**src/tx_sync_defines.svh**
```systemverilog
// Functional notes
// - E1 even frames carry 0011011 alignment
// - odd frames: 1, alarm, five Sa bits
// - odd bit1 multiframe word, then E bits
// - even bit1 carries C1..C4 per half
// - synchronizer finds multiframe boundary only, at a fixed bit offset
// - control 3 bit 2 picks D4/ESF
// - synchronizer control register steers resync
// - latched status bit0 on sync loss
// - live loss-of-frame while hunting
// - masked latched bit drives interrupt low
// - direction bit makes sync pin output
// - io config bit0 selects multiframe pulse
// - inactive while elastic store or interleave
// - alignment uses framing pattern only
// - no signaling multiframe search
// - receive framer criteria registers held
// - out-of-sync frame count, two bytes
// - 064h..066h: E1 bytes or SLC bits
// - control 2 and SLC transmit bytes
// - control 1 picks framing bit source
// - master mode registers pick T1/E1
`ifndef TX_SYNC_DEFINES_SVH
`define TX_SYNC_DEFINES_SVH
`define A_T1_RX_CRIT     9'h014
`define A_OOS_LO         9'h054
`define A_OOS_HI         9'h055
`define A_RX_BYTE_1      9'h064
`define A_RX_BYTE_2      9'h065
`define A_RX_BYTE_3      9'h066
`define A_RX_MODE        9'h080
`define A_RX_RESYNC      9'h081
`define A_E1_RX_LOS      9'h082
`define A_RX_LS_1        9'h090
`define A_RX_LS_2        9'h091
`define A_RX_LS_4        9'h093
`define A_RX_IM_1        9'h0A0
`define A_RX_IM_2        9'h0A1
`define A_RX_IM_4        9'h0A3
`define A_TX_SLC_1       9'h164
`define A_TX_SLC_2       9'h165
`define A_TX_SLC_3       9'h166
`define A_TX_MODE        9'h180
`define A_TX_CTL_1       9'h181
`define A_TX_CTL_2       9'h182
`define A_TX_CTL_3       9'h183
`define A_TX_IO          9'h184
`define A_TX_SYNC_CTL    9'h18E
`define A_TX_LS_3        9'h192
`define A_TX_IM_3        9'h1A2
`define A_TX_BACKPLANE   9'h1F0
`define A_E1_TX_OVH      9'h1F1
`define B_FORMAT_ESF     2
`define B_MF_PULSE       0
`define B_PIN_DIR        1
`define B_WIN5           0
`define B_FORCE_RESYNC   1
`define B_SYNC_EN        2
`define B_ELASTIC        0
`define B_INTERLEAVE     1
`define B_E1_MODE        0
`define T1_FRAME_BITS    8'd193
`define D4_PATTERN       12'h8DC
`define ESF_PATTERN      6'h0B
`define E1_FAS_TAIL      7'h1B
`define E1_MF_WORD       6'h0B
`define HUNT_FRAMES      6'd24
`endif

```
**src/tx_sync_pkg.sv**
```systemverilog
package tx_sync_pkg;
  // synchronizer state, gray along off -> hunt -> locked
  typedef enum logic [1:0] {
    SYNC_OFF    = 2'b00,
    SYNC_HUNT   = 2'b01,
    SYNC_LOCKED = 2'b11
  } sync_state_t;
endpackage : tx_sync_pkg

```
**src/e1_framing_and_tx_frame_sync.sv**
```systemverilog
`timescale 1ns/1ps
`default_nettype none
`include "tx_sync_defines.svh"
module e1_framing_and_tx_frame_sync
  import tx_sync_pkg::*;
(
  input  wire logic        mclk,
  input  wire logic        rst_n,
  input  wire logic [8:0]  reg_addr,
  input  wire logic [7:0]  reg_wdata,
  input  wire logic        reg_wr,
  input  wire logic        reg_rd,
  output logic      [7:0]  reg_rdata,
  input  wire logic        tx_bit_clk,
  input  wire logic        tx_serial_in,
  output logic             tx_frame_sync_pin_out,
  output logic             tx_frame_sync_pin_oe_n,
  output logic             loss_of_frame_live,
  output logic             interrupt_out_n,
  input  wire logic [3:0]  e1_frame_index,
  input  wire logic [3:0]  e1_crc_remainder,
  output logic      [7:0]  e1_ts0_byte,
  input  wire logic        rx_oof_frame,
  input  wire logic        rx_capture,
  input  wire logic [7:0]  rx_align_byte,
  input  wire logic [7:0]  rx_nonalign_byte,
  input  wire logic [23:0] rx_slc_bits,
  input  wire logic [7:0]  rx_status_set_1,
  input  wire logic [7:0]  rx_status_set_2,
  input  wire logic [7:0]  rx_status_set_4,
  output logic      [7:0]  rx_resync_control,
  output logic      [7:0]  t1_rx_alarm_oof_criteria,
  output logic      [7:0]  e1_rx_los_criteria,
  output logic      [7:0]  rx_master_mode,
  output logic      [7:0]  tx_master_mode,
  output logic      [7:0]  tx_control_1,
  output logic      [7:0]  tx_control_2,
  output logic      [23:0] tx_slc_bits
);

  // writable registers, then latched status, counter and capture
  logic [7:0]  tx_control_3;             // frame format select lives here
  logic [7:0]  tx_io_config;             // pin direction and pulse select
  logic [7:0]  tx_synchronizer_control;  // window, force resync, enable
  logic [7:0]  tx_backplane;             // elastic store and interleave
  logic [7:0]  e1_tx_overhead;           // alarm, Sa4..Sa8, E1, E2
  logic [7:0]  rx_mask [3];              // receive masks 1, 2, 4
  logic [7:0]  rx_latched [3];           // receive latched 1, 2, 4
  logic [7:0]  tx_irq_mask_3;
  logic        loss_of_frame_latched;    // latched status 3 bit 0
  logic [15:0] oos_count;                // frames out of sync
  logic [23:0] rx_link_bytes;            // captured alignment or slc bytes

  // write decode, one strobe per register
  always_ff @(posedge mclk) begin
    if (!rst_n) begin
      rx_resync_control        <= 8'h00;
      t1_rx_alarm_oof_criteria <= 8'h00;
      e1_rx_los_criteria       <= 8'h00;
      rx_master_mode           <= 8'h00;
      tx_master_mode           <= 8'h00;
      tx_control_1             <= 8'h00;
      tx_control_2             <= 8'h00;
      tx_control_3             <= 8'h00;
      tx_io_config             <= 8'h00;
      tx_synchronizer_control  <= 8'h00;
      tx_backplane             <= 8'h00;
      e1_tx_overhead           <= 8'h00;
      tx_irq_mask_3            <= 8'h00;
      tx_slc_bits              <= 24'h000000;
      for (int i = 0; i < 3; i++) rx_mask[i] <= 8'h00;
    end else if (reg_wr) begin
      case (reg_addr)
        `A_RX_RESYNC:    rx_resync_control        <= reg_wdata;
        `A_T1_RX_CRIT:   t1_rx_alarm_oof_criteria <= reg_wdata;
        `A_E1_RX_LOS:    e1_rx_los_criteria       <= reg_wdata;
        `A_RX_MODE:      rx_master_mode           <= reg_wdata;
        `A_TX_MODE:      tx_master_mode           <= reg_wdata;
        `A_TX_CTL_1:     tx_control_1             <= reg_wdata;
        `A_TX_CTL_2:     tx_control_2             <= reg_wdata;
        `A_TX_CTL_3:     tx_control_3             <= reg_wdata;
        `A_TX_IO:        tx_io_config             <= reg_wdata;
        `A_TX_SYNC_CTL:  tx_synchronizer_control  <= reg_wdata;
        `A_TX_BACKPLANE: tx_backplane             <= reg_wdata;
        `A_E1_TX_OVH:    e1_tx_overhead           <= reg_wdata;
        `A_TX_IM_3:      tx_irq_mask_3            <= reg_wdata;
        `A_TX_SLC_1:     tx_slc_bits[23:16]       <= reg_wdata;
        `A_TX_SLC_2:     tx_slc_bits[15:8]        <= reg_wdata;
        `A_TX_SLC_3:     tx_slc_bits[7:0]         <= reg_wdata;
        `A_RX_IM_1:      rx_mask[0]               <= reg_wdata;
        `A_RX_IM_2:      rx_mask[1]               <= reg_wdata;
        `A_RX_IM_4:      rx_mask[2]               <= reg_wdata;
        default: ;       // unmapped writes are dropped
      endcase
    end
  end

  // receive latched status: hardware set beats a same-cycle host clear
  logic [7:0] rx_set [3];
  assign rx_set[0] = rx_status_set_1;
  assign rx_set[1] = rx_status_set_2;
  assign rx_set[2] = rx_status_set_4;
  localparam logic [8:0] RX_LS_ADDR [3] = '{`A_RX_LS_1, `A_RX_LS_2, `A_RX_LS_4};
  for (genvar g = 0; g < 3; g++) begin : g_rx_ls
    always_ff @(posedge mclk) begin
      if (!rst_n) begin
        rx_latched[g] <= 8'h00;
      end else begin
        rx_latched[g] <= rx_set[g] |
          (rx_latched[g] & ~((reg_wr && reg_addr == RX_LS_ADDR[g]) ? reg_wdata : 8'h00));
      end
    end
  end

  // out-of-sync frame counter, saturates rather than wrapping
  always_ff @(posedge mclk) begin
    if (!rst_n) begin
      oos_count <= 16'h0000;
    end else if (rx_oof_frame && oos_count != 16'hFFFF) begin
      oos_count <= oos_count + 16'h0001;
    end
  end

  // receive overhead capture, one snapshot per capture pulse
  always_ff @(posedge mclk) begin
    if (!rst_n) begin
      rx_link_bytes <= 24'h000000;
    end else if (rx_capture) begin
      rx_link_bytes <= rx_master_mode[`B_E1_MODE] ? {rx_align_byte, rx_nonalign_byte, 8'h00} : rx_slc_bits;
    end
  end

  // bit 1 of an odd frame: multiframe word up to frame 11, E1/E2 after
  wire odd_bit1 = (e1_frame_index[3:1] < 3'd6) ? 1'(`E1_MF_WORD >> (3'd5 - e1_frame_index[3:1]))
                                               : e1_tx_overhead[7 - e1_frame_index[1]];

  // e1 timeslot zero byte, bit 1 of the frame in bit 7
  always_ff @(posedge mclk) begin
    if (!rst_n) begin
      e1_ts0_byte <= 8'h00;
    end else if (!e1_frame_index[0]) begin
      // even frame: crc bit then alignment tail
      e1_ts0_byte <= {e1_crc_remainder[3 - {1'b0, e1_frame_index[2:1]}], `E1_FAS_TAIL};
    end else begin
      // odd frame: multiframe word or e bits, then 1, alarm, Sa
      e1_ts0_byte <= {odd_bit1, 1'b1, e1_tx_overhead[0], e1_tx_overhead[5:1]};
    end
  end

  // bit clock and data resynchronised, edge taken from the second stage on
  logic [2:0] clk_sync;
  logic [1:0] data_sync;
  always_ff @(posedge mclk) begin
    if (!rst_n) begin
      clk_sync  <= 3'b000;
      data_sync <= 2'b00;
    end else begin
      clk_sync  <= {clk_sync[1:0], tx_bit_clk};
      data_sync <= {data_sync[0], tx_serial_in};
    end
  end
  wire bit_strobe = clk_sync[1] & ~clk_sync[2];
  wire bit_value  = data_sync[1];

  // synchronizer runs only when enabled and both the elastic store and interleave are off
  wire sync_active = tx_synchronizer_control[`B_SYNC_EN] &
                     ~tx_backplane[`B_ELASTIC] & ~tx_backplane[`B_INTERLEAVE];
  wire esf = tx_control_3[`B_FORMAT_ESF];

  sync_state_t state;
  logic [7:0]  bit_pos;      // position within the 193-bit frame
  logic [4:0]  frame_idx;    // frame within multiframe, 0-based
  logic [23:0] f_hist;       // framing bits seen, newest in bit 0
  logic [5:0]  hunt_frames;  // frames spent on one bit alignment
  logic [4:0]  err_hist;     // recent framing check results
  logic        slip;

  // candidate history as it will look after this framing bit
  wire [23:0] hist_next = {f_hist[22:0], bit_value};
  // only framing bits count; crc and signaling bits are never checked
  wire pattern_hit = esf ? ({hist_next[20], hist_next[16], hist_next[12],
                              hist_next[8], hist_next[4], hist_next[0]} == `ESF_PATTERN)
                         : (hist_next[11:0] == `D4_PATTERN);
  wire [4:0] last_frame = esf ? 5'd23 : 5'd11;
  wire check_frame = ~esf | (frame_idx[1:0] == 2'b11);
  wire expected = esf ? 1'(`ESF_PATTERN >> (3'd5 - 3'(frame_idx[4:2])))
                      : 1'(`D4_PATTERN >> (4'd11 - frame_idx[3:0]));
  wire f_bit = bit_strobe && bit_pos == 8'd0;
  wire [4:0] errs_next = {err_hist[3:0], bit_value != expected};
  wire [4:0] win_mask = tx_synchronizer_control[`B_WIN5] ? 5'h1F : 5'h0F;
  wire [4:0] win = errs_next & win_mask;
  wire too_many = ($countones(win) >= 2);
  wire force_resync = reg_wr && reg_addr == `A_TX_SYNC_CTL && reg_wdata[`B_FORCE_RESYNC];
  wire lose = state == SYNC_LOCKED && (force_resync || (f_bit && check_frame && too_many));
  // 24 frames of tries per offset in d4; esf taps span 21 frames, so a
  // single multiframe could slip past a good offset before its pattern fills
  wire [5:0] hunt_limit = esf ? 6'((`HUNT_FRAMES << 1) - 6'd1) : `HUNT_FRAMES - 6'd1;

  // bit position counter; slip comes the cycle after a strobe, when no strobe can fall, so it never holds the count
  always_ff @(posedge mclk) begin
    if (!rst_n) begin
      bit_pos <= 8'd0;
    end else if (bit_strobe && !slip) begin
      bit_pos <= (bit_pos == `T1_FRAME_BITS - 8'd1) ? 8'd0 : bit_pos + 8'd1;
    end
  end

  // frame alignment state machine
  always_ff @(posedge mclk) begin
    if (!rst_n) begin
      state       <= SYNC_OFF;
      frame_idx   <= 5'd0;
      f_hist      <= 24'h000000;
      hunt_frames <= 6'd0;
      err_hist    <= 5'd0;
      slip        <= 1'b0;
    end else begin
      slip <= 1'b0;
      case (state)
        SYNC_OFF: begin
          // idle; start hunting once allowed to run
          // history starts clean so stale framing bits cannot fake a match
          f_hist      <= 24'h000000;
          hunt_frames <= 6'd0;
          if (sync_active) state <= SYNC_HUNT;
        end
        SYNC_HUNT: begin
          if (!sync_active) begin
            state <= SYNC_OFF;
          end else if (f_bit) begin
            f_hist <= hist_next;
            if (pattern_hit) begin
              state     <= SYNC_LOCKED;
              frame_idx <= 5'd0;
              err_hist  <= 5'd0;
            end else if (hunt_frames == hunt_limit) begin
              // no pattern at this offset: raise slip, which falls between bit strobes and leaves bit_pos unshifted
              hunt_frames <= 6'd0;
              slip        <= 1'b1;
            end else begin
              hunt_frames <= hunt_frames + 6'd1;
            end
          end
        end
        SYNC_LOCKED: begin
          if (!sync_active) begin
            state <= SYNC_OFF;
          end else if (lose) begin
            state       <= SYNC_HUNT;
            hunt_frames <= 6'd0;
            f_hist      <= 24'h000000;
          end else if (f_bit) begin
            frame_idx <= (frame_idx == last_frame) ? 5'd0 : frame_idx + 5'd1;
            if (check_frame) err_hist <= errs_next;
          end
        end
        default: state <= SYNC_OFF;
      endcase
    end
  end

  // live and latched loss-of-frame, plus interrupt
  always_ff @(posedge mclk) begin
    if (!rst_n) begin
      loss_of_frame_live    <= 1'b0;
      loss_of_frame_latched <= 1'b0;
      interrupt_out_n       <= 1'b1;
    end else begin
      loss_of_frame_live <= (state == SYNC_HUNT);
      // set wins over a same-cycle write-one clear
      loss_of_frame_latched <= lose | (loss_of_frame_latched &
        ~(reg_wr && reg_addr == `A_TX_LS_3 && reg_wdata[0]));
      interrupt_out_n <= ~((loss_of_frame_latched & tx_irq_mask_3[0]) |
        (|(rx_latched[0] & rx_mask[0])) | (|(rx_latched[1] & rx_mask[1])) |
        (|(rx_latched[2] & rx_mask[2])));
    end
  end

  // sync pin: driven only with the direction bit set; pulse lasts one bit
  always_ff @(posedge mclk) begin
    if (!rst_n) begin
      tx_frame_sync_pin_out  <= 1'b0;
      tx_frame_sync_pin_oe_n <= 1'b1;
    end else begin
      tx_frame_sync_pin_oe_n <= ~tx_io_config[`B_PIN_DIR];
      if (bit_strobe) begin
        tx_frame_sync_pin_out <= state == SYNC_LOCKED && bit_pos == 8'd0 &&
          (!tx_io_config[`B_MF_PULSE] || frame_idx == 5'd0);
      end
    end
  end

  // read mux, data in the cycle after the strobe; unmapped reads zero
  always_ff @(posedge mclk) begin
    if (!rst_n) begin
      reg_rdata <= 8'h00;
    end else if (reg_rd) begin
      case (reg_addr)
        `A_RX_RESYNC:    reg_rdata <= rx_resync_control;
        `A_T1_RX_CRIT:   reg_rdata <= t1_rx_alarm_oof_criteria;
        `A_E1_RX_LOS:    reg_rdata <= e1_rx_los_criteria;
        `A_RX_MODE:      reg_rdata <= rx_master_mode;
        `A_TX_MODE:      reg_rdata <= tx_master_mode;
        `A_TX_CTL_1:     reg_rdata <= tx_control_1;
        `A_TX_CTL_2:     reg_rdata <= tx_control_2;
        `A_TX_CTL_3:     reg_rdata <= tx_control_3;
        `A_TX_IO:        reg_rdata <= tx_io_config;
        `A_TX_SYNC_CTL:  reg_rdata <= tx_synchronizer_control;
        `A_TX_BACKPLANE: reg_rdata <= tx_backplane;
        `A_E1_TX_OVH:    reg_rdata <= e1_tx_overhead;
        `A_TX_IM_3:      reg_rdata <= tx_irq_mask_3;
        `A_TX_LS_3:      reg_rdata <= {7'h00, loss_of_frame_latched};
        `A_TX_SLC_1:     reg_rdata <= tx_slc_bits[23:16];
        `A_TX_SLC_2:     reg_rdata <= tx_slc_bits[15:8];
        `A_TX_SLC_3:     reg_rdata <= tx_slc_bits[7:0];
        `A_OOS_LO:       reg_rdata <= oos_count[7:0];
        `A_OOS_HI:       reg_rdata <= oos_count[15:8];
        `A_RX_BYTE_1:    reg_rdata <= rx_link_bytes[23:16];
        `A_RX_BYTE_2:    reg_rdata <= rx_link_bytes[15:8];
        `A_RX_BYTE_3:    reg_rdata <= rx_link_bytes[7:0];
        `A_RX_LS_1:      reg_rdata <= rx_latched[0];
        `A_RX_LS_2:      reg_rdata <= rx_latched[1];
        `A_RX_LS_4:      reg_rdata <= rx_latched[2];
        `A_RX_IM_1:      reg_rdata <= rx_mask[0];
        `A_RX_IM_2:      reg_rdata <= rx_mask[1];
        `A_RX_IM_4:      reg_rdata <= rx_mask[2];
        default:         reg_rdata <= 8'h00;
      endcase
    end else begin
      reg_rdata <= 8'h00;
    end
  end
endmodule : e1_framing_and_tx_frame_sync
`default_nettype wire

```
**config.mk**
```make
export PLATFORM = sky130hd
export DESIGN_NAME = e1_framing_and_tx_frame_sync
export DESIGN_NICKNAME = d
export VERILOG_FILES = /design/src/tx_sync_pkg.sv /design/src/e1_framing_and_tx_frame_sync.sv
export VERILOG_INCLUDE_DIRS = /design/src
export SDC_FILE = /design/constraint.sdc
export NUM_CORES = 1
export LEC_CHECK = 0
export BUFFER_PORTS_ARGS = -buffer_cell sky130_fd_sc_hd__buf_2
export CORE_MARGIN = 5
export CORE_UTILIZATION = 35
export DETAILED_ROUTE_END_ITERATION = 8
export PLACE_DENSITY_LB_ADDON = 0.1
export SLEW_MARGIN = 25
export SYNTH_ARGS = -nofsm -noshare
export SYNTH_HDL_FRONTEND = slang
export SYNTH_SLANG_ARGS = --single-unit
```
**constraint.sdc**
```tcl
create_clock -name mclk -period 5.4 [get_ports mclk]
set_input_delay 0.27 -clock mclk [delete_from_list [all_inputs] [get_ports mclk]]
set_output_delay 0.27 -clock mclk [all_outputs]
set_load 0.05 [all_outputs]
```
[After elaboration in Yosys (flattened, before gate mapping)]
Memory sizes are Yosys's and may differ from the RTL's.
Index checks and enable logic that the tools add are counted.
Storage, ports and cells
  register bits after elaboration: 240
  output and inout bits: 100
  logic and storage cells: 269
  input port bits: 97
  memories: 2
  RAM bits: 48
Operators by class
  order comparisons: 4
  bitwise logic cells: 40
  add/subtract/negate cells: 13
  eq/ne operators: 51
  reductions and logical operators: 51
  mux-type cells: 70
  shift-type cells: 3
Memory list
  rx_latched: depth 3, width 8, rd ports 3, clocked after memory_dff 0, write ports 3, RTL line e1_framing_and_tx_frame_sync.sv:48  | logic [7:0] rx_latched [3];
  rx_mask: depth 3, width 8, rd ports 3, clocked after memory_dff 0, write ports 3, RTL line e1_framing_and_tx_frame_sync.sv:47  | logic [7:0] rx_mask [3];
Operators with widths (number)
  $pmux 8 s28: 1
  $eq 9x9->1 const B: 13
  $mux 8: 11
  $eq 9x8->1 const B: 9
  $mux 20: 4
  $pmux 20 s3: 1
  $and 8x8->8: 6
  $eq 9x7->1 const B: 5
  $mux 5: 9
  $mux 6: 7
  $reduce_and 2->1: 18
  $lt 32x3->1 const B: 1
  $lt 32x4->1 const B: 1
  $mux 24: 1
  $not 8->8: 3
  $or 8x8->8: 3
  $reduce_or 8->1: 3
  $mux 1: 20
  $ne 2x2->1 const B: 10
  $pmux 6 s3: 1
  $add 16x1->16 const B: 1
  $mux 4: 4
  $ne 16x16->1 const B: 1
  $logic_and 1x1->1: 15
  other kinds (47): 84

[Longest topological paths before layout]
Gate-level depths: netlist of the first run.
  depth in word-level cells: 15
  depth in mapped cells: 14
  depth with buffers taken out: 13

[Worst setup path after synthesis of the first run]
Ideal clock, no wire load.
  path type: register -> register
  start point: register frame_idx[2]
  end point: register err_hist[1]
  data arrival time: 3.228 ns
  library setup time: 0.123 ns
  period minus slack after synthesis: 3.351 ns
  required time: 5.277 ns
  stages on the path, launching flop included: 14
  slack: 2.049 ns
  path through: dfxtp_1 -> inv_1 -> ha_1 -> nand2b_1 -> a21oi_1 -> o31ai_1 -> xnor2_1 -> fa_1 -> ha_1 -> a211oi_1 -> nor3_1 -> a311oi_4 -> nand3_1 -> mux2i_1
On the way
  cells in the longest elaborated chain, start to end: 14
  elaborated cells on any way between the ends: 16
  those cells by class: add/sub: 5; order compare: 1; eq/ne: 2; shift: 2; mux: 1; bitwise: 1; reduce/logical: 4
Ends and longest elaborated chain
  start, declared: RTL line e1_framing_and_tx_frame_sync.sv:172  | logic [4:0] frame_idx;
  start signal, assigned: RTL line e1_framing_and_tx_frame_sync.sv:253  | frame_idx <= (frame_idx == last_frame) ? 5'd0 : frame_idx + 5'd1;
  $sub 4x4->4 / $sub 3x3->3 (equally long branches): RTL line e1_framing_and_tx_frame_sync.sv:187, e1_framing_and_tx_frame_sync.sv:186
  $shr 12x4->1 (no line) / $shr 4x3->1 (equally long branches)
  $mux 1 (*): RTL line e1_framing_and_tx_frame_sync.sv:186  | wire expected = esf ? 1'(`ESF_PATTERN >> (3'd5 - 3'(frame_idx[4:2])))
  $ne 1x1->1 (*): RTL line e1_framing_and_tx_frame_sync.sv:189  | wire [4:0] errs_next = {err_hist[3:0], bit_value != expected};
  $and 5x5->5 (*): RTL line e1_framing_and_tx_frame_sync.sv:191  | wire [4:0] win = errs_next & win_mask;
  $add 1x1->2 (implied by the code) (*): RTL line e1_framing_and_tx_frame_sync.sv:192  | wire too_many = ($countones(win) >= 2);
  $add 2x2->3 (implied by the code) (*): RTL line e1_framing_and_tx_frame_sync.sv:192
  $add 3x1->4 (implied by the code) (*): RTL line e1_framing_and_tx_frame_sync.sv:192
  $ge 4x2->1 (*): RTL line e1_framing_and_tx_frame_sync.sv:192
  $logic_and 1x1->1 (*): RTL line e1_framing_and_tx_frame_sync.sv:194  | wire lose = state == SYNC_LOCKED && (force_resync || (f_bit && check_frame && too_many));
  $logic_or 1x1->1 (*): RTL line e1_framing_and_tx_frame_sync.sv:194
  $logic_and 1x1->1 (*): RTL line e1_framing_and_tx_frame_sync.sv:194
  $ne 2x2->1 (no line) (*)
  $reduce_and 8->1 (no line) (*)
  end signal, assigned: RTL line e1_framing_and_tx_frame_sync.sv:254  | if (check_frame) err_hist <= errs_next;
  end, declared: RTL line e1_framing_and_tx_frame_sync.sv:175  | logic [4:0] err_hist;
Mark *: on every way between the ends. The rest lies on a longest branch, timed or not.
A chain may end at the register's enable or synchronous reset.

[Final worst setup path of the first run]
  start point: register frame_idx[2]
  end point: register f_hist[5]
On the way
  cells in the longest elaborated chain, start to end: 14
  elaborated cells on any way between the ends: 16
  those cells by class: add/sub: 5; order compare: 1; eq/ne: 2; shift: 2; mux: 1; bitwise: 1; reduce/logical: 4
Ends and longest elaborated chain
  $sub 4x4->4 / $sub 3x3->3 (equally long branches): RTL line e1_framing_and_tx_frame_sync.sv:187, e1_framing_and_tx_frame_sync.sv:186
  $shr 12x4->1 (no line) / $shr 4x3->1 (equally long branches)
  $mux 1 (*): RTL line e1_framing_and_tx_frame_sync.sv:186
  $ne 1x1->1 (*): RTL line e1_framing_and_tx_frame_sync.sv:189
  $and 5x5->5 (*): RTL line e1_framing_and_tx_frame_sync.sv:191
  $add 1x1->2 (implied by the code) (*): RTL line e1_framing_and_tx_frame_sync.sv:192
  $add 2x2->3 (implied by the code) (*): RTL line e1_framing_and_tx_frame_sync.sv:192
  $add 3x1->4 (implied by the code) (*): RTL line e1_framing_and_tx_frame_sync.sv:192
  $ge 4x2->1 (*): RTL line e1_framing_and_tx_frame_sync.sv:192
  $logic_and 1x1->1 (*): RTL line e1_framing_and_tx_frame_sync.sv:194
  $logic_or 1x1->1 (*): RTL line e1_framing_and_tx_frame_sync.sv:194
  $logic_and 1x1->1 (*): RTL line e1_framing_and_tx_frame_sync.sv:194
  $ne 2x2->1 (no line) (*)
  $reduce_and 5->1 (no line) (*)
  end signal, assigned: RTL line e1_framing_and_tx_frame_sync.sv:231  | f_hist <= hist_next;
  end, declared: RTL line e1_framing_and_tx_frame_sync.sv:173  | logic [23:0] f_hist;
Marks and branches as above.

==> flow_summary.yaml, run 1 <==
clocking:
  insertion_delay_ps: 540
  tritoncts: "yes"
  cts_buffer_depth: 3
  cts_made_buffers: 35
  h-tree-depth: 2
  clk_pin_slew_ps: 60
  cts-root-buf: "clkbuf_16"
  clkSinkCount: 288
synth:
  synth-edff-count: 24
  synth.cell_area_mm2: 0.0142
  ys.flop_type: "dfxtp_1"
  synth_top_area_share_pct: 37.2
  yosys-top-cells-area: "dfxtp_1, mux2i_1, edfxtp_1, nor2_1, nand2_1"
  synth_seq_cells: 288
  ys_types: 91
  synth_top_area_cell: "dfxtp_1"
  synth_most_common_cell: "dfxtp_1"
  seq_area_frac_synth_pct: 42.3
  synth_area_per_cell_um2: 9.10
  synthCells: 1562
  synth_fp_nets: 1672
  synth_common_cells: "dfxtp_1, nor2_1, mux2i_1"
  ys_warn_count: 0
  synthArstFlopShare_pct: 0
layout:
  finalNonFillerCells: 2277
  syn2layout_area_growth_pct: 19.7
  drive_above_1_share_pct: 18.2
  fin_nets: 1839
  antenna_cells: 0
detailed_routing:
  avgViaCountPerCell: 5.81
  ant_nets: 0
  wl_per_cell_um: 25.3
  vias: 13232
  drt_iter0_markers: 1236
  first_pass_iters: 6
  finalWirelength_mm: 57.7
  drc: 0
sta:
  final.min_clock_period_ps: 3830
  maxSlewViolCount: 0
  worstMarginPinSlew_ps: 1080
  setup_viol: 0
  period_share_pct: 71.0
  tns_ps: 0
  hold_viol: 0
  rsz0062_at_grt: "false"
  slew_headroom_pct: 27.8
  fmax_mhz: 261
  worst_slack_ps: 1570
  clock_skew_ps: 21.5
place:
  pre_cts_ws_ps: 1590
  place_inst: 2183
  portBuffers: 196
  place.gp.congestion: 0.972
  place_hpwl_mm: 40.6
power:
  p_int_mw: 3.75
  cellPowerDensity_mw_per_mm2: 292
  peakVddDrop_mv: 0.203
  combPwrFrac_pct: 7.3
  switchingPower_mw: 1.22
  swShare_pct: 24.5
  pwr-share-seq_pct: 45.0
  clkPwrFrac_pct: 47.8
  p_leak_nw: 6.68
worst_setup_path:
  critical_path_class: "reg -> reg"
  crit_chain: "inv_1 -> ha_1 -> nand2b_1 -> a21oi_1 -> o31ai_1 -> xnor2_1 -> fa_1 -> ha_1 -> a211oi_1 -> nor2_1 -> nand3_1 -> o211a_2 -> mux2i_1"
  reg2reg_slack_ps: 1570
  cpPeakStageDelay_ps: 650
  r2r_cells: 13
  r2r_end: "f_hist[5]"
  timing.rr.start: "frame_idx[2]"
  required_ps: 5860
  cp-startpoint: "frame_idx[2]"
  path_buf_inv: 1
  crit_arrival_ps: 4300
  cp-endpoint: "f_hist[5]"
  crit_slowest_cell: "o211a_2"
  crit_family: "compound AO/OA/AOI/OAI gates"
  cp_common_cell: "ha_1"
  endpoint_kind: "flip-flop"
  cp_max_fo: 21
  start_kind: "flip-flop"
  worst-path-stages: 13
global_route:
  grt_pass1_wl_mm: 84.5
  grt_pass1_vias: 12906
  grt-ovfl-total: 0
  grt_usage_pct: 24.8
  grt_max_degree: 115
  antenna_found_initial: 0
die:
  core_mm2: 0.0399
  die_w_um: 211
  fp.dieH_um: 211
  ios: 197
  rows: 73
  start_util_pct: 35.6
  die_area_mm2: 0.0447
hold_path:
  min_path_type: "in -> reg"
run_status:
  status: "finished clean"
run:
  drv_cap: 0
[cells by family (layout without fill, tap and decap cells)]
family | count (synthesis) | after routing | synth area share [%]
XOR/XNOR | 17 | 17 | 1.05
AND/OR/NAND/NOR | 626 | 626 | 23.8
multiplexers | 159 | 159 | 11.4
adder cells (fa/ha/maj) | 13 | 13 | 1.20
buffers and inverters | 144 | 334 | 4.26
flip-flops | 288 | 288 | 42.3
AO/OA/AOI/OAI | 315 | 315 | 16.1
[flip-flops by register name (all words and copies together) (netlist names), 16 cells and up]
register       cells
f_hist            20
oos_count         16
rx_latched        24
rx_link_bytes     24
rx_mask           24
tx_slc_bits       24
[worst min-delay path by stage]
stage	cells past startpoint	endpoint	slack (ps)	startpoint
after detailed placement	1	tx_frame_sync_pin_oe_n	420	tx_io_config[1]
after global routing	2	e1_ts0_byte[1]	50	e1_frame_index[0]
final	2	e1_ts0_byte[1]	40	e1_frame_index[0]
after global placement	1	tx_frame_sync_pin_oe_n	420	tx_io_config[1]
after floorplan	1	tx_frame_sync_pin_oe_n	370	tx_io_config[1]
after CTS	2	e1_ts0_byte[1]	30	e1_frame_index[0]
[power by group through the flow]
stage          Combinational (mW)  Clock, mW  Sequential, mW
3_3_place_gp                0.338          0            2.28
4_1_cts                     0.359       2.43            2.23
5_1_grt                     0.384       2.51            2.24
2_1_floorplan               0.196          0            2.27
6_report                    0.361       2.37            2.23
3_5_place_dp                0.339          0            2.28
[metrics by stage]
step	area (um2)	utilization, %	power [mW]	hold slack [ps]
after floorplan	14200	-	2.47	370
after detailed placement	15500	38.9	2.62	422
after global placement	15500	38.9	2.62	422
after global routing	17000	42.6	5.13	54.5
final	17000	42.6	4.97	42.1
after CTS	17000	42.6	5.02	31.8
[worst register-to-register path, stage by stage, from the launching register on]
cell and delay (ps):
dfxtp_1 440, inv_1 140, ha_1 330, nand2b_1 100, a21oi_1 60, o31ai_1 300, xnor2_1 200, fa_1 460
ha_1 300, a211oi_1 290, nor2_1 130, nand3_1 90, o211a_2 650, mux2i_1 280
[cell type report]
cell class,instances,area (um2)
repair buffers,251,1490
fillers,4000,22900
inverters,23,91.3
flip-flops and latches,288,6010
well taps,525,657
multi-input cells,1130,7620
clock inverters,9,124
clock buffers,51,1010
[placed cells by master (no fill, tap or decap), types with 9 or more instances in the layout]
| master | count |
|---|---|
| nand2_1 | 134 |
| and3_1 | 16 |
| a221oi_1 | 9 |
| nor2_1 | 162 |
| and4_1 | 9 |
| a211oi_1 | 20 |
| o21ai_0 | 20 |
| nor2b_1 | 21 |
| o211ai_1 | 13 |
| a21oi_1 | 72 |
| dlygate4sd3_1 | 34 |
| buf_2 | 195 |
| ha_1 | 12 |
| dfxtp_1 | 263 |
| nand4_1 | 44 |
| inv_1 | 21 |
| xor2_1 | 10 |
| a21boi_0 | 25 |
| and2_1 | 23 |
| clkbuf_16 | 37 |
| a31oi_1 | 10 |
| edfxtp_1 | 24 |
| and3b_1 | 11 |
| nand3_1 | 92 |
| buf_4 | 21 |
| a22oi_1 | 20 |
| nor3_1 | 15 |
| nor3b_1 | 12 |
| a22o_1 | 11 |
| clkbuf_1 | 11 |
| mux2i_1 | 151 |
| o21a_1 | 28 |
[timing repair]
item	CTS	global route
buffers inserted	0	0
hold endpoints to repair	34	0
hold buffers	34	0
gates resized for setup	0	0
[per-layer routing]
| metal | vias up | GRT usage [%] | wire, um |
|---|---|---|---|
| met4 | 0 | 8.13 | 1810 |
| met3 | 87 | 3.88 | 3740 |
| met1 | 6543 | 34.1 | 25400 |
| li1 | 6093 | - | - |
| met2 | 509 | 40.0 | 26700 |
| met5 | - | 0 | 0 |
Power figures use the tool's default switching activity.
==> run 2: changes to the inputs <==
--- a/config.mk
+++ b/config.mk
@@ -6,6 +6,7 @@
 export SDC_FILE = /design/constraint.sdc
 export NUM_CORES = 1
 export LEC_CHECK = 0
+export ABC_AREA = 1
 export BUFFER_PORTS_ARGS = -buffer_cell sky130_fd_sc_hd__buf_2
 export CORE_MARGIN = 5
 export CORE_UTILIZATION = 35
==> constraint.sdc (replaced) <==
create_clock -name mclk -period 3.8 [get_ports mclk]
set_input_delay 0.19 -clock mclk [delete_from_list [all_inputs] [get_ports mclk]]
set_output_delay 0.19 -clock mclk [all_outputs]
set_load 0.05 [all_outputs]
==> run 2 against run 1 <==
Combinational power rose to 2.7 times the previous value. Die area fell by 1.5%. Global-route usage fell by 2.8 points. Critical path depth rose by 7. Register-to-register slack got worse by 1100 ps. Synthesized cell count rose by 21%. First-iteration DRC count fell by 19%. Cell area rose by 0.48%. Flip-flop and latch count did not move. Largest power group unchanged.
==> flow_summary.yaml, run 2 <==
run_status:
  status: "finished clean"
clocking:
  clk_pin_slew_ps: 60
  insertion_delay_ps: 540
  tritoncts: "yes"
  cts_made_buffers: 35
  clkSinkCount: 288
  cts_setup_buffers: 0
  cts_buffer_depth: 3
  h-tree-depth: 2
  cts-root-buf: "clkbuf_16"
power:
  p_leak_nw: 7.66
  p_int_mw: 5.71
  switchingPower_mw: 2.15
  pwr-share-seq_pct: 43.2
  clkPwrFrac_pct: 44.3
  cellPowerDensity_mw_per_mm2: 460
  combPwrFrac_pct: 12.5
  peakVddDrop_mv: 0.334
  swShare_pct: 27.3
synth:
  synthCells: 1896
  synth-edff-count: 24
  synth.cell_area_mm2: 0.0140
  synth_top_area_cell: "dfxtp_1"
  synth_most_common_cell: "nand2_1"
  seq_area_frac_synth_pct: 42.9
  yosys-top-cells-area: "dfxtp_1, nand2_1, a21oi_1, nor2_1, o21ai_0"
  ys.flop_type: "dfxtp_1"
  synth_common_cells: "nand2_1, dfxtp_1, nor2_1"
  ys_warn_count: 0
  ys_types: 47
  synthArstFlopShare_pct: 0
  synth_area_per_cell_um2: 7.38
  synth_seq_cells: 288
  synth_top_area_share_pct: 37.8
  synth_fp_nets: 2006
sta:
  setup_viol: 0
  hold_slack_ps: 18.1
  tns_ps: 0
  rsz0062_at_grt: "false"
  final.min_clock_period_ps: 3290
  fmax_mhz: 304
  slew_headroom_pct: 26.1
  maxSlewViolCount: 0
  hold_viol: 0
  clock_skew_ps: 17.0
  worstMarginPinSlew_ps: 1110
  period_share_pct: 86.6
detailed_routing:
  ant_nets: 0
  drt_iter0_markers: 996
  wl_per_cell_um: 18.4
  avgViaCountPerCell: 4.97
  vias: 13270
  finalWirelength_mm: 49.2
  drc: 0
  first_pass_iters: 5
global_route:
  grt_max_degree: 78
  grt-ovfl-total: 0
  grt_pass1_vias: 13183
  grt_pass1_wl_mm: 77.0
  grt_usage_pct: 22.0
  antenna_found_initial: 8
layout:
  multiInputGateArea_mm2: 0.00673
  fill_cells: 4173
  fin_nets: 2230
  regArea_mm2: 0.00601
  most-common-layout-cells: "nand2_1, dfxtp_1, nor2_1"
  final_util_pct: 43.1
  final_common_cell: "nand2_1"
  syn2layout_area_growth_pct: 22.2
  drive_above_1_share_pct: 17.5
worst_setup_path:
  critical_path_class: "reg -> reg"
  crit_arrival_ps: 3700
  crit_chain: "inv_1 -> ha_1 -> a21oi_1 -> nand3b_1 -> nand2_1 -> nand2_1 -> nand2_1 -> inv_1 -> fa_1 -> ha_1 -> nand2_1 -> nand3_1 -> inv_1 -> nor2_1 -> nand2_1 -> nand3_2 -> nand3_2 -> nand2_1 -> buf_4 -> a22oi_1"
  cp_max_fo: 20
  start_kind: "flip-flop"
  required_ps: 4210
  cpPeakStageDelay_ps: 430
  endpoint_kind: "flip-flop"
  cp_common_cell: "nand2_1"
  crit_slowest_cell: "dfxtp_1"
die:
  start_util_pct: 35.3
  rows: 73
  die_area_mm2: 0.0441
  core_mm2: 0.0396
  die_w_um: 210
  fp.dieH_um: 210
  ios: 197
place:
  place_hpwl_mm: 35.2
  place.gp.congestion: 0.916
  portBuffers: 196
hold_path:
  min_path_type: "in -> reg"
run:
  drv_cap: 0
==> run 2: cell types whose count changed after synthesis, moves of 16 or more <==
cell	delta
clkbuf_1	-38
a21boi_0	-25
nand3_1	+28
o21a_1	-28
mux2i_1	-151
nand2_1	+299
o21ai_0	+128
nor2_1	+44
and2_1	-23
nor2b_1	-21
a21oi_1	+90
inv_2	+16
inv_1	+170
nor2_4	+18
==> run 2: power by group through the flow <==
stage	clock network, mW	logic, mW	registers [mW]
4_1_cts	3.57	0.987	3.39
5_1_grt	3.69	1.12	3.41
2_1_floorplan	0	0.703	3.43
3_5_place_dp	0	0.937	3.46
3_3_place_gp	0	0.917	3.46
6_report	3.48	0.983	3.39
==> run 2: per-layer routing <==
metal | routed length [um] | GRT usage [%] | vias up
li1 | - | - | 6702
met4 | 1390 | 6.86 | 14
met3 | 2660 | 4.20 | 85
met5 | 100 | 0 | -
met2 | 21700 | 34.3 | 345
met1 | 23400 | 31.0 | 6124
==> run 2: repair_timing <==
| item | in CTS | in global routing |
|---|---|---|
| gates resized for setup | 0 | 0 |
| endpoints found under the setup margin | 0 | 0 |
| hold buffers | 60 | 0 |
| hold endpoints to repair | 70 | 0 |
==> run 2: logic make-up (layout without fill, tap and decap cells) <==
group           Yosys count  count (layout)  synth area share [%]
compound gates          401             401                  16.6
xor+xnor                 10              10                 0.626
fa+ha+maj                13              13                  1.22
buf+inv                 292             542                  8.95
flops                   288             288                  42.9
other cells               0               1                     0
simple gates            892             892                  29.6
==> run 2: path summary, 6_finish.rpt <==
check	from	endpoint	slack [ps]	cells after the start
min	rx_align_byte[2]	rx_link_bytes[18]	20	5
max	frame_idx[2]	f_hist[8]	510	20
max reg2reg	frame_idx[2]	f_hist[8]	510	20
min reg2reg	data_sync[0]	data_sync[1]	410	2
==> run 2: cell type report <==
type / count / share of cell area [%]
antenna: 1 / 0.0146
clock buffer: 50 / 6.35
clock inverter: 13 / 0.674
inverter: 209 / 4.62
multi-input combinational: 1316 / 39.4
sequential: 288 / 35.1
tap: 525 / 3.84
timing repair buffer: 270 / 9.96
==> run 2: through the flow <==
step | cell area (um2) | instances | worst slack, ps | total power [mW]
2_1_floorplan | 14000 | 1896 | 910 | 4.14
3_3_place_gp | 15300 | 2548 | 610 | 4.37
3_5_place_dp | 15300 | 2548 | 507 | 4.39
4_1_cts | 17100 | 2671 | 496 | 7.95
5_1_grt | 17100 | 2671 | 176 | 8.22
6_report | 17100 | 2672 | 508 | 7.85
==> run 2: critical path: cells and delay by family, from the launching register on <==
family,cells,cell delay [ps]
adder cells (fa/ha/maj),3,1040
AO/OA/AOI/OAI,2,220
flip-flops,1,430
AND/OR/NAND/NOR,11,920
buffers and inverters,4,550
